--- src/hdl/mmd_pkg.sv ---
// Constants for the memory map decoder: address
// windows, special register map and field layout.
// Assumes an 8-bit core on one 100 MHz clock.
package mmd_pkg;

  // ----------------------------------------------
  // Program space
  // ----------------------------------------------
  localparam logic [15:0] PM_TOP_BASE  = 16'hFC00;
  localparam int          PM_ROM_AW    = 10;
  localparam int          NVM_AW       = 17;
  localparam logic [1:0]  NVM_HI_BANK  = 2'h2;
  localparam logic [1:0]  BANK_ONE     = 2'h1;

  // ----------------------------------------------
  // External data windows (base and last)
  // ----------------------------------------------
  localparam logic [15:0] XD_RAM_LO  = 16'h0000;
  localparam logic [15:0] XD_RAM_HI  = 16'h1FFF;
  localparam logic [15:0] XD_MACR_LO = 16'h2000;
  localparam logic [15:0] XD_MACR_HI = 16'h21FF;
  localparam logic [15:0] XD_PHY_LO  = 16'h2200;
  localparam logic [15:0] XD_PHY_HI  = 16'h22FF;
  localparam logic [15:0] XD_MACB_LO = 16'h2300;
  localparam logic [15:0] XD_MACB_HI = 16'h24FF;
  localparam logic [15:0] XD_PER_LO  = 16'h2500;
  localparam logic [15:0] XD_PER_HI  = 16'h27FF;

  // ----------------------------------------------
  // Internal register area
  // ----------------------------------------------
  localparam int         IRAM_N       = 128;
  localparam logic [7:0] BIT_AREA_LO  = 8'h20;
  localparam logic [7:0] SCRATCH_LO   = 8'h30;
  localparam int         PSW_RS_LSB   = 3;
  localparam int         CODE_MAP_CONTROL_ISP_BIT = 2;
  localparam int         CODE_MAP_CONTROL_ROM_BIT = 1;
  localparam logic [1:0] MODE_ISP     = 2'h3;

  // Kinds of internal access
  typedef enum logic [1:0] {
    MMD_DIRECT, MMD_INDIRECT, MMD_WORKREG, MMD_BIT
  } mmd_kind_t;

  // ----------------------------------------------
  // Special registers, index order
  // ----------------------------------------------
  localparam int SFR_N = 39;
  localparam logic [7:0] SFR_ADDR [SFR_N] = '{
    8'h80, 8'h81, 8'h82, 8'h83, 8'h84, 8'h85,
    8'h87, 8'h88, 8'h89, 8'h8A, 8'h8B, 8'h8C,
    8'h8D, 8'h90, 8'h91, 8'hA1, 8'hA2, 8'hA8,
    8'hA9, 8'hAA, 8'hAB, 8'hAC, 8'hAD, 8'hB0,
    8'hB1, 8'hB2, 8'hB4, 8'hB8, 8'hB9, 8'hBA,
    8'hBC, 8'hC0, 8'hD0, 8'hD2, 8'hD8, 8'hE0,
    8'hE8, 8'hF0, 8'hF8};
  // Overlay bit of code_map_control resets set
  localparam logic [7:0] SFR_RST [SFR_N] = '{
    8'hFF, 8'h07, 8'h00, 8'h00, 8'hFF, 8'h00,
    8'h00, 8'h00, 8'h00, 8'h00, 8'h00, 8'h00,
    8'h00, 8'hFF, 8'h00, 8'h00, 8'h00, 8'h00,
    8'h00, 8'h00, 8'h00, 8'h00, 8'h00, 8'h3F,
    8'h00, 8'h00, 8'h00, 8'h00, 8'hFF, 8'hFF,
    8'hFF, 8'h02, 8'h00, 8'h0B, 8'h00, 8'h00,
    8'h00, 8'h00, 8'h00};
  // Indices the decoder itself looks at
  localparam int IDX_CODE_BANK  = 15;
  localparam int IDX_PTR_SEL    = 16;
  localparam int IDX_CODE_MAP   = 31;
  localparam int IDX_PSW        = 32;
  localparam logic [7:0] WMASK_CODE_MAP  = 8'h02;
  localparam logic [7:0] WMASK_CODE_BANK = 8'h03;
  localparam logic [7:0] WMASK_PTR_SEL   = 8'h01;

endpackage

--- src/hdl/mmd_fetch_map.sv ---
// Program-space mapping of fetch addresses.
// Assumes overlay and bank inputs are registers.
`timescale 1ns/100ps
module mmd_fetch_map import mmd_pkg::*; (
  // Clock and reset
  input  wire logic              clk,
  input  wire logic              rst_n,
  // Fetch request
  input  wire logic              fetch_req,
  input  wire logic [15:0]       fetch_addr,
  // Mapping controls
  input  wire logic              rom_overlay_select,
  input  wire logic [1:0]        code_bank_select,
  // Mapped fetch
  output logic                   fetch_ack_q,
  output logic                   rom_sel_q,
  output logic                   nvm_sel_q,
  output logic [PM_ROM_AW-1:0]   rom_addr_q,
  output logic [NVM_AW-1:0]      nvm_addr_q
);

  // ----------------------------------------------
  // Decode
  // ----------------------------------------------
  // Top 1KB picks one overlaid source only
  logic              in_top;
  logic              use_rom;
  logic              hi_bank;
  logic [NVM_AW-1:0] phys;
  assign in_top  = fetch_addr >= PM_TOP_BASE;
  assign use_rom = in_top & rom_overlay_select;
  // Bank 1 moves the upper half only
  assign hi_bank = (code_bank_select == BANK_ONE) & fetch_addr[15];
  assign phys    = hi_bank ? {NVM_HI_BANK, fetch_addr[14:0]}
                           : {1'b0, fetch_addr};

  // ----------------------------------------------
  // Capture
  // ----------------------------------------------
  // Controls sampled with the request, so a later
  // write cannot disturb a fetch already taken
  always_ff @(posedge clk) begin
    if (!rst_n) begin
      fetch_ack_q <= 1'b0;
      rom_sel_q   <= 1'b0;
      nvm_sel_q   <= 1'b0;
      rom_addr_q  <= '0;
      nvm_addr_q  <= '0;
    end else begin
      fetch_ack_q <= fetch_req;
      if (fetch_req) begin
        rom_sel_q  <= use_rom;
        nvm_sel_q  <= ~use_rom;
        rom_addr_q <= fetch_addr[PM_ROM_AW-1:0];
        nvm_addr_q <= phys;
      end
    end
  end

endmodule

--- src/hdl/mmd_xdata_dec.sv ---
// External data space window decoder.
// Assumes the core raises xdata_req only for an
// external data move.
`timescale 1ns/100ps
module mmd_xdata_dec import mmd_pkg::*; (
  // Clock and reset
  input  wire logic        clk,
  input  wire logic        rst_n,
  // Request
  input  wire logic        xdata_req,
  input  wire logic [15:0] xdata_addr,
  // Window selects
  output logic             xdata_ack_q,
  output logic             sel_ram_q,
  output logic             sel_mac_reg_q,
  output logic             sel_phy_q,
  output logic             sel_mac_buf_q,
  output logic             sel_periph_q,
  output logic             sel_none_q,
  output logic [15:0]      xdata_off_q
);

  // Range test shared by every window
  function automatic logic in_win(
    input logic [15:0] a, lo, hi);
    in_win = (a >= lo) && (a <= hi);
  endfunction

  // ----------------------------------------------
  // Decode
  // ----------------------------------------------
  logic        w_ram, w_macr, w_phy, w_macb, w_per;
  logic [15:0] base;
  assign w_ram  = in_win(xdata_addr, XD_RAM_LO, XD_RAM_HI);
  assign w_macr = in_win(xdata_addr, XD_MACR_LO, XD_MACR_HI);
  assign w_phy  = in_win(xdata_addr, XD_PHY_LO, XD_PHY_HI);
  assign w_macb = in_win(xdata_addr, XD_MACB_LO, XD_MACB_HI);
  assign w_per  = in_win(xdata_addr, XD_PER_LO, XD_PER_HI);
  assign base   = w_macr ? XD_MACR_LO : w_phy ? XD_PHY_LO :
                  w_macb ? XD_MACB_LO : w_per ? XD_PER_LO : XD_RAM_LO;

  // ----------------------------------------------
  // Capture
  // ----------------------------------------------
  // Selects only move on a request; between
  // requests they hold the last decode
  always_ff @(posedge clk) begin
    if (!rst_n) begin
      xdata_ack_q   <= 1'b0;
      sel_ram_q     <= 1'b0;
      sel_mac_reg_q <= 1'b0;
      sel_phy_q     <= 1'b0;
      sel_mac_buf_q <= 1'b0;
      sel_periph_q  <= 1'b0;
      sel_none_q    <= 1'b0;
      xdata_off_q   <= '0;
    end else begin
      xdata_ack_q <= xdata_req;
      if (xdata_req) begin
        sel_ram_q     <= w_ram;
        sel_mac_reg_q <= w_macr;
        sel_phy_q     <= w_phy;
        sel_mac_buf_q <= w_macb;
        sel_periph_q  <= w_per;
        sel_none_q    <= ~(w_ram | w_macr | w_phy | w_macb | w_per);
        xdata_off_q   <= xdata_addr - base;
      end
    end
  end

endmodule

--- src/hdl/mmd_decoder.sv ---
// Memory map decoder top: internal register area,
// special register file, program and external
// data mapping.
// Assumes one access per cycle from the core and
// mode-select pins synchronous to clk.
//
// Notes on behaviour
// - Program space is 64KB; lower 63KB always come from non-volatile memory.
// - Top 1KB served by either non-volatile memory or boot ROM, never both.
// - After power-up the top 1KB fetches come from the boot ROM.
// - Overlay bit written 0 maps the top 1KB to non-volatile memory.
// - Upper 64KB of the 96KB array splits in two 32KB banks.
// - Bank field 0 maps program space onto the lowest 64KB linearly.
// - Bank field 1 maps upper half of program space to highest 32KB.
// - External data space is 64KB, reached only by external data moves.
// - External 0x0000 to 0x1FFF selects the application data RAM.
// - 0x2000-0x21FF selects MAC registers, 0x2300-0x24FF MAC buffer.
// - 0x2200 to 0x22FF selects the radio PHY registers.
// - 0x2500 to 0x27FF selects the peripheral control registers.
// - Bytes 0x00-0x1F are four banks of eight working registers.
// - Reset selects working register bank 0.
// - Bytes 0x20-0x2F also reachable as bits 0 to 127.
// - Bytes 0x30 to 0x7F are scratch RAM.
// - Internal area supports direct and indirect addressing.
// - Special registers are byte access; multiples of 8 also bitwise.
// - In-system-programming flag set when both mode pins read high.
`timescale 1ns/100ps
module mmd_decoder import mmd_pkg::*; (
  // Clock and reset
  input  wire logic              clk,
  input  wire logic              rst_n,
  // Straps
  input  wire logic [1:0]        mode_select_pins,
  // Internal access from the core
  input  wire logic              acc_req,
  input  wire logic              acc_we,
  input  wire mmd_kind_t         acc_kind,
  input  wire logic [7:0]        acc_addr,
  input  wire logic [7:0]        acc_wdata,
  // Internal access answer
  output logic                   acc_ack_q,
  output logic [7:0]             acc_rdata_q,
  output logic                   acc_miss_q,
  // Fetch request
  input  wire logic              fetch_req,
  input  wire logic [15:0]       fetch_addr,
  // Fetch answer
  output logic                   fetch_ack_q,
  output logic                   rom_sel_q,
  output logic                   nvm_sel_q,
  output logic [PM_ROM_AW-1:0]   rom_addr_q,
  output logic [NVM_AW-1:0]      nvm_addr_q,
  // External data request
  input  wire logic              xdata_req,
  input  wire logic [15:0]       xdata_addr,
  // External data selects
  output logic                   xdata_ack_q,
  output logic                   sel_ram_q,
  output logic                   sel_mac_reg_q,
  output logic                   sel_phy_q,
  output logic                   sel_mac_buf_q,
  output logic                   sel_periph_q,
  output logic                   sel_none_q,
  output logic [15:0]            xdata_off_q,
  // Mapping state seen by the core
  output logic [1:0]             working_bank_select_q,
  output logic                   pointer_sel_q,
  output logic                   in_system_prog_flag_q
);

  // ----------------------------------------------
  // Helper functions
  // ----------------------------------------------
  // Special register lookup: hit flag and index
  function automatic logic [6:0] sfr_find(
    input logic [7:0] a);
    sfr_find = '0;
    for (int i = 0; i < SFR_N; i++) begin
      if (SFR_ADDR[i] == a) begin
        sfr_find = {1'b1, i[5:0]};
      end
    end
  endfunction

  // Writable bits per register; fixed bits keep
  // their value whatever software writes
  function automatic logic [7:0] sfr_wmask(
    input logic [5:0] idx);
    if (idx == 6'(IDX_CODE_MAP)) begin
      sfr_wmask = WMASK_CODE_MAP;
    end else if (idx == 6'(IDX_CODE_BANK)) begin
      sfr_wmask = WMASK_CODE_BANK;
    end else if (idx == 6'(IDX_PTR_SEL)) begin
      sfr_wmask = WMASK_PTR_SEL;
    end else begin
      sfr_wmask = 8'hFF;
    end
  endfunction

  // Replace one bit of a byte
  function automatic logic [7:0] put_bit(
    input logic [7:0] b,
    input logic [2:0] pos,
    input logic       v);
    put_bit      = b;
    put_bit[pos] = v;
  endfunction

  // ----------------------------------------------
  // Storage
  // ----------------------------------------------
  logic [7:0] iram_q [IRAM_N];
  logic [7:0] sfr_q  [SFR_N];
  logic       isp_q;

  // ----------------------------------------------
  // Live control fields
  // ----------------------------------------------
  logic [1:0] rs;
  logic       overlay;
  logic [1:0] bank;
  assign rs      = sfr_q[IDX_PSW][PSW_RS_LSB+1:PSW_RS_LSB];
  assign overlay = sfr_q[IDX_CODE_MAP][CODE_MAP_CONTROL_ROM_BIT];
  // Values 2 and 3 are stored but map like bank 0
  assign bank    = sfr_q[IDX_CODE_BANK][1:0];

  // ----------------------------------------------
  // Target byte address
  // ----------------------------------------------
  // Working registers go through the bank field;
  // bit numbers fold onto their owning byte
  logic       is_bit;
  logic       bit_sfr;
  logic [7:0] bit_byte;
  logic [7:0] tgt;
  logic       tgt_sfr;
  assign is_bit   = acc_kind == MMD_BIT;
  assign bit_sfr  = acc_addr[7];
  assign bit_byte = bit_sfr ? {acc_addr[7:3], 3'h0}
                            : BIT_AREA_LO + {4'h0, acc_addr[6:3]};
  assign tgt = (acc_kind == MMD_WORKREG) ? {3'h0, rs, acc_addr[2:0]}
             : is_bit ? bit_byte : acc_addr;
  // Indirect access never reaches special registers
  assign tgt_sfr = tgt[7] & (acc_kind != MMD_INDIRECT);

  // ----------------------------------------------
  // Hit and current value
  // ----------------------------------------------
  logic [6:0] found;
  logic [5:0] sidx;
  logic       sfr_hit;
  logic       iram_hit;
  logic       hit;
  logic [7:0] sfr_val;
  logic [7:0] cur;
  assign found    = sfr_find(tgt);
  assign sidx     = found[5:0];
  assign sfr_hit  = tgt_sfr & found[6];
  // Upper indirect half has no memory behind it
  assign iram_hit = ~tgt[7];
  assign hit      = tgt_sfr ? sfr_hit : iram_hit;
  // Flag bit is live, merged in on every read
  assign sfr_val  = (sidx == 6'(IDX_CODE_MAP))
                  ? (sfr_q[sidx] | {5'h0, isp_q, 2'h0})
                  : sfr_q[sidx];
  assign cur = !hit ? 8'h00
             : tgt_sfr ? sfr_val : iram_q[tgt[6:0]];

  // ----------------------------------------------
  // Write value
  // ----------------------------------------------
  // Bit writes are read-modify-write of the byte
  logic [7:0] raw_new;
  logic [7:0] wm;
  logic [7:0] new_byte;
  logic       do_wr;
  logic       wr_sfr;
  logic       wr_iram;
  assign raw_new  = is_bit ? put_bit(cur, acc_addr[2:0], acc_wdata[0])
                           : acc_wdata;
  assign wm       = tgt_sfr ? sfr_wmask(sidx) : 8'hFF;
  assign new_byte = (raw_new & wm) | (sfr_q[sidx] & ~wm);
  assign do_wr    = acc_req & acc_we & hit;
  assign wr_sfr   = do_wr & tgt_sfr;
  assign wr_iram  = do_wr & ~tgt_sfr;

  // ----------------------------------------------
  // Read value
  // ----------------------------------------------
  logic [7:0] rd_val;
  assign rd_val = is_bit ? {7'h00, cur[acc_addr[2:0]]} : cur;

  // ----------------------------------------------
  // Internal RAM
  // ----------------------------------------------
  // Cleared at reset so reads are never unknown
  always_ff @(posedge clk) begin
    if (!rst_n) begin
      for (int i = 0; i < IRAM_N; i++) begin
        iram_q[i] <= 8'h00;
      end
    end else if (wr_iram) begin
      iram_q[tgt[6:0]] <= new_byte;
    end
  end

  // ----------------------------------------------
  // Special register file
  // ----------------------------------------------
  // Reset values come from the table; program
  // status word clears, picking bank 0
  always_ff @(posedge clk) begin
    if (!rst_n) begin
      for (int i = 0; i < SFR_N; i++) begin
        sfr_q[i] <= SFR_RST[i];
      end
    end else if (wr_sfr) begin
      sfr_q[sidx] <= new_byte;
    end
  end

  // ----------------------------------------------
  // Mode pin flag
  // ----------------------------------------------
  // Tracks the pins; not writable by software
  always_ff @(posedge clk) begin
    if (!rst_n) begin
      isp_q <= 1'b0;
    end else begin
      isp_q <= mode_select_pins == MODE_ISP;
    end
  end

  // ----------------------------------------------
  // Access answer
  // ----------------------------------------------
  // Miss reads as zero and writes nothing
  always_ff @(posedge clk) begin
    if (!rst_n) begin
      acc_ack_q   <= 1'b0;
      acc_rdata_q <= 8'h00;
      acc_miss_q  <= 1'b0;
    end else begin
      acc_ack_q  <= acc_req;
      acc_miss_q <= acc_req & ~hit;
      if (acc_req) begin
        acc_rdata_q <= rd_val;
      end
    end
  end

  // ----------------------------------------------
  // Mirrored control outputs
  // ----------------------------------------------
  // Copies kept so every output is a flop; they
  // lag the register file by one cycle
  always_ff @(posedge clk) begin
    if (!rst_n) begin
      working_bank_select_q <= 2'h0;
      pointer_sel_q         <= 1'b0;
      in_system_prog_flag_q <= 1'b0;
    end else begin
      working_bank_select_q <= rs;
      pointer_sel_q         <= sfr_q[IDX_PTR_SEL][0];
      in_system_prog_flag_q <= isp_q;
    end
  end

  // ----------------------------------------------
  // Program space mapping
  // ----------------------------------------------
  mmd_fetch_map u_fetch (
    .clk                (clk),
    .rst_n              (rst_n),
    .fetch_req          (fetch_req),
    .fetch_addr         (fetch_addr),
    .rom_overlay_select (overlay),
    .code_bank_select   (bank),
    .fetch_ack_q        (fetch_ack_q),
    .rom_sel_q          (rom_sel_q),
    .nvm_sel_q          (nvm_sel_q),
    .rom_addr_q         (rom_addr_q),
    .nvm_addr_q         (nvm_addr_q)
  );

  // ----------------------------------------------
  // External data decode
  // ----------------------------------------------
  mmd_xdata_dec u_xdata (
    .clk           (clk),
    .rst_n         (rst_n),
    .xdata_req     (xdata_req),
    .xdata_addr    (xdata_addr),
    .xdata_ack_q   (xdata_ack_q),
    .sel_ram_q     (sel_ram_q),
    .sel_mac_reg_q (sel_mac_reg_q),
    .sel_phy_q     (sel_phy_q),
    .sel_mac_buf_q (sel_mac_buf_q),
    .sel_periph_q  (sel_periph_q),
    .sel_none_q    (sel_none_q),
    .xdata_off_q   (xdata_off_q)
  );

endmodule

--- config.mk ---
export PLATFORM = sky130hd
export DESIGN_NAME = mmd_decoder
export DESIGN_NICKNAME = d
export VERILOG_FILES = /design/src/hdl/mmd_pkg.sv /design/src/hdl/mmd_fetch_map.sv /design/src/hdl/mmd_xdata_dec.sv /design/src/hdl/mmd_decoder.sv
export SDC_FILE = /design/constraint.sdc
export NUM_CORES = 2
export LEC_CHECK = 0
export ABC_AREA = 1
export BUFFER_PORTS_ARGS = -buffer_cell sky130_fd_sc_hd__buf_2
export CORE_AREA = 5 5 427 429
export DETAILED_ROUTE_END_ITERATION = 8
export DIE_AREA = 0 0 432 434
export PLACE_DENSITY = 0.57
export SLEW_MARGIN = 5
export SYNTH_ARGS = -nofsm -noshare
export SYNTH_HDL_FRONTEND = slang
export SYNTH_SLANG_ARGS = --single-unit
--- constraint.sdc ---
create_clock -name clk -period 4.5 [get_ports clk]
set_input_delay 0.45 -clock clk [delete_from_list [all_inputs] [get_ports clk]]
set_output_delay 0.45 -clock clk [all_outputs]
set_load 0.05 [all_outputs]
# --- Yosys cells after proc, flatten, opt, wreduce, memory -nomap -nowiden ---
# Memory sizes are Yosys's and may differ from the RTL's. A register that Yosys moved wholly into a read port is not among the register bits.
# Index checks and enable logic that the tools add are counted.
totals:
  latchBits: 0
  out_inout_bits: 67
  mem_bits_rw: 1336
  memories: 2
  rom_bits: 0
  register_bits: 67
  word_cells: 190
  in_bits: 58
op_classes:
  shift: 0
  n_addsub: 2
  n_mul: 0
  mux: 75
  div: 0
  eq_ne: 47
  bitwise: 23
  reduce_logical: 9
  order_cmp: 13
memory_table:
  columns: ["memory", "words", "width", "rd", "rd_clocked_by_memory_dff", "write_ports", "line_no", "rtl"]
  rows:
  - ["iram_q", 128, 8, 1, 0, 128, "mmd_decoder.sv:112", "logic [7:0] iram_q [IRAM_N];"]
  - ["sfr_q", 39, 8, 5, 1, 39, "mmd_decoder.sv:113", "logic [7:0] sfr_q [SFR_N];"]
op_table:
  columns: ["cell", "count"]
  rows:
  - ["$eq 8x8->1 const A", 39]
  - ["$mux 7", 40]
  - ["$mux 8", 14]
  - ["$ge 16x14->1 const B", 4]
  - ["$le 16x14->1 const B", 4]
  - ["$mux 16", 3]
  - ["$mux 17", 1]
  - ["$and 8x8->8", 2]
  - ["$ge 16x1->1 const B", 1]
  - ["$ge 16x16->1 const B", 1]
  - ["$le 16x13->1 const B", 1]
  - ["$reduce_or 8->1", 2]
  - ["$sub 16x16->16", 1]
  - ["$mux 14", 1]
  - ["$eq 6x5->1 const B", 2]
  - ["$mux 1", 12]
  - ["$and 1x1->1", 9]
  - ["$bwmux 8", 1]
  - ["$not 8->8", 1]
  - ["$or 8x3->8", 1]
  - ["$or 8x8->8", 1]
  - ["$add 6x4->7 const A", 1]
  - ["$eq 2x2->1 const B", 3]
  - ["$eq 6x4->1 const B", 1]
  - ["other kinds (11)", 23]

# --- Depth between registers and ports, before layout ---
# An unclocked memory read counts as a cell.
depth:
  word_depth: 54
  depth_mapped: 38

# --- By module ---
# Synthesis repeated with hierarchy kept, for this count alone.
unflattened:
  cells_unflattened: 5511
  area_unflattened_um2: 61286.3
modules_own_cells:
  columns: ["module", "area_each_um2", "seq_area_each_um2", "n_inst", "cells_per_inst"]
  rows:
  - ["mmd_decoder", 59333.2, 40629.0, 1, 5246]
  - ["mmd_xdata_dec", 1141.1, 460.4, 1, 161]
  - ["mmd_fetch_map", 812.0, 400.4, 1, 104]

# --- Worst setup path after synthesis ---
# No wires, ideal clock.
synth_timing:
  path_type: "in2reg"
  from: "input port acc_kind[0]"
  to: "memory sfr_q[4][0] (enable)"
  setup_time_ns: 0.384
  setup_slack_ns: 0.266
  cell_stages: 28
  arrival_time_ns: 3.850
  n_path_buf: 0
  cell_sequence: "nand2_2 inv_2 nand2_1 nand2_4 inv_4 nor2_4 nand2_1 nor2_1 inv_2 nor2_2 inv_2 nor2_4 inv_2 o21ai_2 nor3_1 inv_2 nor4_2 inv_2 nor2_2 inv_2 nor4_1 o21ai_1 inv_2 nor2_2 nand3_1 nor2_1 inv_1 o21ai_0"
synth_rtl:
  columns: ["item", "line_no", "rtl"]
  rows:
  - ["from (decl)", "mmd_decoder.sv:37", "input wire mmd_kind_t acc_kind,"]
  - ["to (decl)", "mmd_decoder.sv:113", null]

==> impl_metrics.yaml <==
critical_path:
  crit_fanout: 24
  crit_path_end_kind: "flop"
  path_delay_family: "simple AND/OR/NAND/NOR gates"
  r2r_slack_ns: -0.20
  crit_buf_inv: 8
  cp_common_cell: "nand2_1"
  startpoint_type: "flop"
  cp.required_ns: 5.04
  arrival_ns: 5.24
  critPathMaxStageDelay_ns: 0.41
  crit_start: "sfr_q[32][3]"
  r2r_end: "iram_q[103][1]"
  worst_r2r_path_depth: 29
  crit_slowest_cell: "edfxtp_1"
  r2r-start: "sfr_q[32][3]"
  worstSetupPathType: "flop to flop"
routing:
  ant_nets: 0
  viasPerCell: 5.28
  wire_per_inst_um: 22.3
  drc: 0
  drt_wl_total_um: 207000
  drtIter0Drc: 5537
  vias: 49000
  dr.pass1.iters: 7
yosys:
  synth-edff-count: 1344
  syn_inst: 5953
  dominantRegCellSynth: "edfxtp_1"
  syn_area_per_cell_um2: 10.4
  yosysTopAreaCellShare_pct: 65.1
  synth_top_cell_by_area: "edfxtp_1"
  synth.yosys.warnings: 0
  netlist_area_um2: 62000
  synth-async-reset-ratio_pct: 0
  ys_ff_latch: 1402
  synthTopCellsByCount: "1563 x nor2_1, 1344 x edfxtp_1, 1253 x nand2_1"
  yosysMostFrequentCell: "nor2_1"
  synth_area_leaders: "edfxtp_1 65%, nor2_1 9.5%, nand2_1 7.6%"
  yosysSeqAreaShare_pct: 67.0
  ys_types: 55
worst_hold_path:
  worstHoldStart: "xdata_addr[8]"
  min_to: "u_xdata.xdata_off_q[8]"
  hp-class: "input pin to flop"
  min_delay_path_depth: 4
clock_tree:
  clock_sinks: 1402
  cts_tree: "done"
  ctsHtreeMaxLevel: 4
  clk_path_buf_depth: 3
  numCtsBuffers: 149
  clk_pin_slew_ns: 0.06
  clock_latency_ns: 0.80
  root_buffer: "clkbuf_16"
placed_design:
  place_ws_ns: -0.959
  dp_hpwl_um: 137000
  port_buffers: 124
  gp_congestion: 0.911
sta:
  report.final.slew_viol_count: 0
  final-hold-violation-count: 0
  fmax_mhz: 213
  setup_viol: 1159
  fin_crit_sh_pct: 104
  clock_skew_ns: 0.0566
  worst_slew_pin_slew_ns: 0.920
  rsz0062_at_grt: "yes"
  slew_headroom_pct: 38.5
  period_minus_slack_ns: 4.70
  setup-tns-final_ns: -95.87
  setup_ws_ns: -0.195
grt:
  grt_pass1_wl_um: 306000
  first_global_vias: 48100
  track_usage_pct: 21.5
  grt_antenna_before_repair: 4
  grt_max_degree: 109
  grt-ovfl-total: 0
die:
  dieArea_um2: 187000
  fp.coreArea_um2: 178000
  die_x_um: 432
  die_h_um: 434
  io_pins: 125
  rows: 155
  initial_core_util_pct: 34.8
final_layout:
  fillerInstances: 16600
  drive_above_1_share_pct: 20.5
  fin_nets: 6882
  area_delta_synth_final_pct: 27.7
power_and_ir_drop:
  finalPower_mw: 31.4
  p_leak_nw: 30.4
  max-vdd-ir-drop_mv: 0.399
  cellPowerDensity_nw_per_um2: 397
flow_run:
  drv_cap: 0
status:
  status: "finished with violations"
  violations: "negative setup slack"
==> kinds of logic (layout without fill, tap and decap cells) <==
kind of cell	after synthesis	count (layout)	synth area share (%)
adders and majority gates	5	5	0.113
xor gates and xnor gates	3	3	0.0424
DFF	1402	1402	67.0
AOI/OAI and AO/OA	694	694	7.69
and+or+nand+nor	3248	3248	20.9
other	1	10	0.00605
buffers and inverters	600	1573	4.23
==> layer usage <==
layer  GRT usage (%)  routed length, um
met2            35.5              99300
met1            28.9              84200
met5               0                 12
met3            3.60              16300
met4            7.57               7320
==> area by class of cell <==
type                    instances  area, um^2  area share, %
flip-flops and latches       1402       41500           52.5
multi-input cells            3958       18200           23.0
repair buffers               1106       11000           13.9
clock buffers                 194        3990           5.04
well taps                    2355        2950           3.72
inverters                     201         831           1.05
clock inverters                71         641          0.809
repair inverters                1        8.76         0.0111
diodes                          2        5.00        0.00632
==> where the power goes <==
| group | switching [mW] | internal (mW) | leakage (nW) |
|---|---|---|---|
| sequential | 0.140 | 14.7 | 14.1 |
| combinational | 3.03 | 1.70 | 14.0 |
| clock | 5.24 | 6.63 | 2.25 |
| total | 8.41 | 23.0 | 30.4 |
==> stage by stage <==
| stage | area [um^2] | cells | utilization, % | hold slack, ns |
|---|---|---|---|---|
| global route | 79100 | 9290 | 44.5 | 0.0511 |
| global placement | 73200 | 8949 | 41.2 | 0.451 |
| floorplan | 62000 | 5960 | - | 0.407 |
| detailed placement | 73200 | 8949 | 41.2 | 0.454 |
| CTS | 78900 | 9273 | 44.3 | 0.00357 |
| finish | 79100 | 9290 | 44.5 | 0.0700 |
==> sequential cells by signal (all words and copies together) (netlist names), 2 cells and up <==
| name | cells |
|---|---|
| working_bank_select_q | 2 |
| u_fetch.nvm_addr_q | 17 |
| sfr_q | 320 |
| iram_q | 1024 |
| u_xdata.xdata_off_q | 16 |
| acc_rdata_q | 8 |
==> worst max path at each step <==
stage                                 to  slack (ns)  cells after the start
after floorplan              sfr_q[4][0]        0.27                     28
after global placement    iram_q[103][1]       -0.92                     26
after detailed placement  iram_q[103][1]       -0.96                     26
after CTS                   sfr_q[11][1]       -0.09                     32
after global routing         sfr_q[5][7]       -0.39                     35
final                     iram_q[103][1]       -0.20                     29
==> cells in the final DEF (no fill, tap or decap), types with 156 or more instances in the layout <==
cell / count
edfxtp_1: 1344
clkbuf_16: 156
o21ai_0: 167
nor2_1: 1540
o221ai_1: 194
buf_4: 719
nand3_1: 280
nand2_1: 1239
buf_12: 201
inv_1: 158
==> worst min-delay path, delay by kind of cell <==
| kind | cells | cell delay, ns |
|---|---|---|
| compound gates | 1 | 0.06 |
| buf+inv | 2 | 0.17 |
| fa+ha+maj | 1 | 0.13 |
==> what timing repair did <==
| action | CTS | global route |
|---|---|---|
| pin swaps | 10 | 7 |
| hold buffers | 33 | 0 |
| buffers inserted | 19 | 10 |
| gates resized for setup | 78 | 23 |
| gates cloned | 7 | 5 |
| setup endpoints to repair | 1594 | 2320 |
| endpoints found under the hold margin | 36 | 0 |
Power figures use the tool's default switching activity.
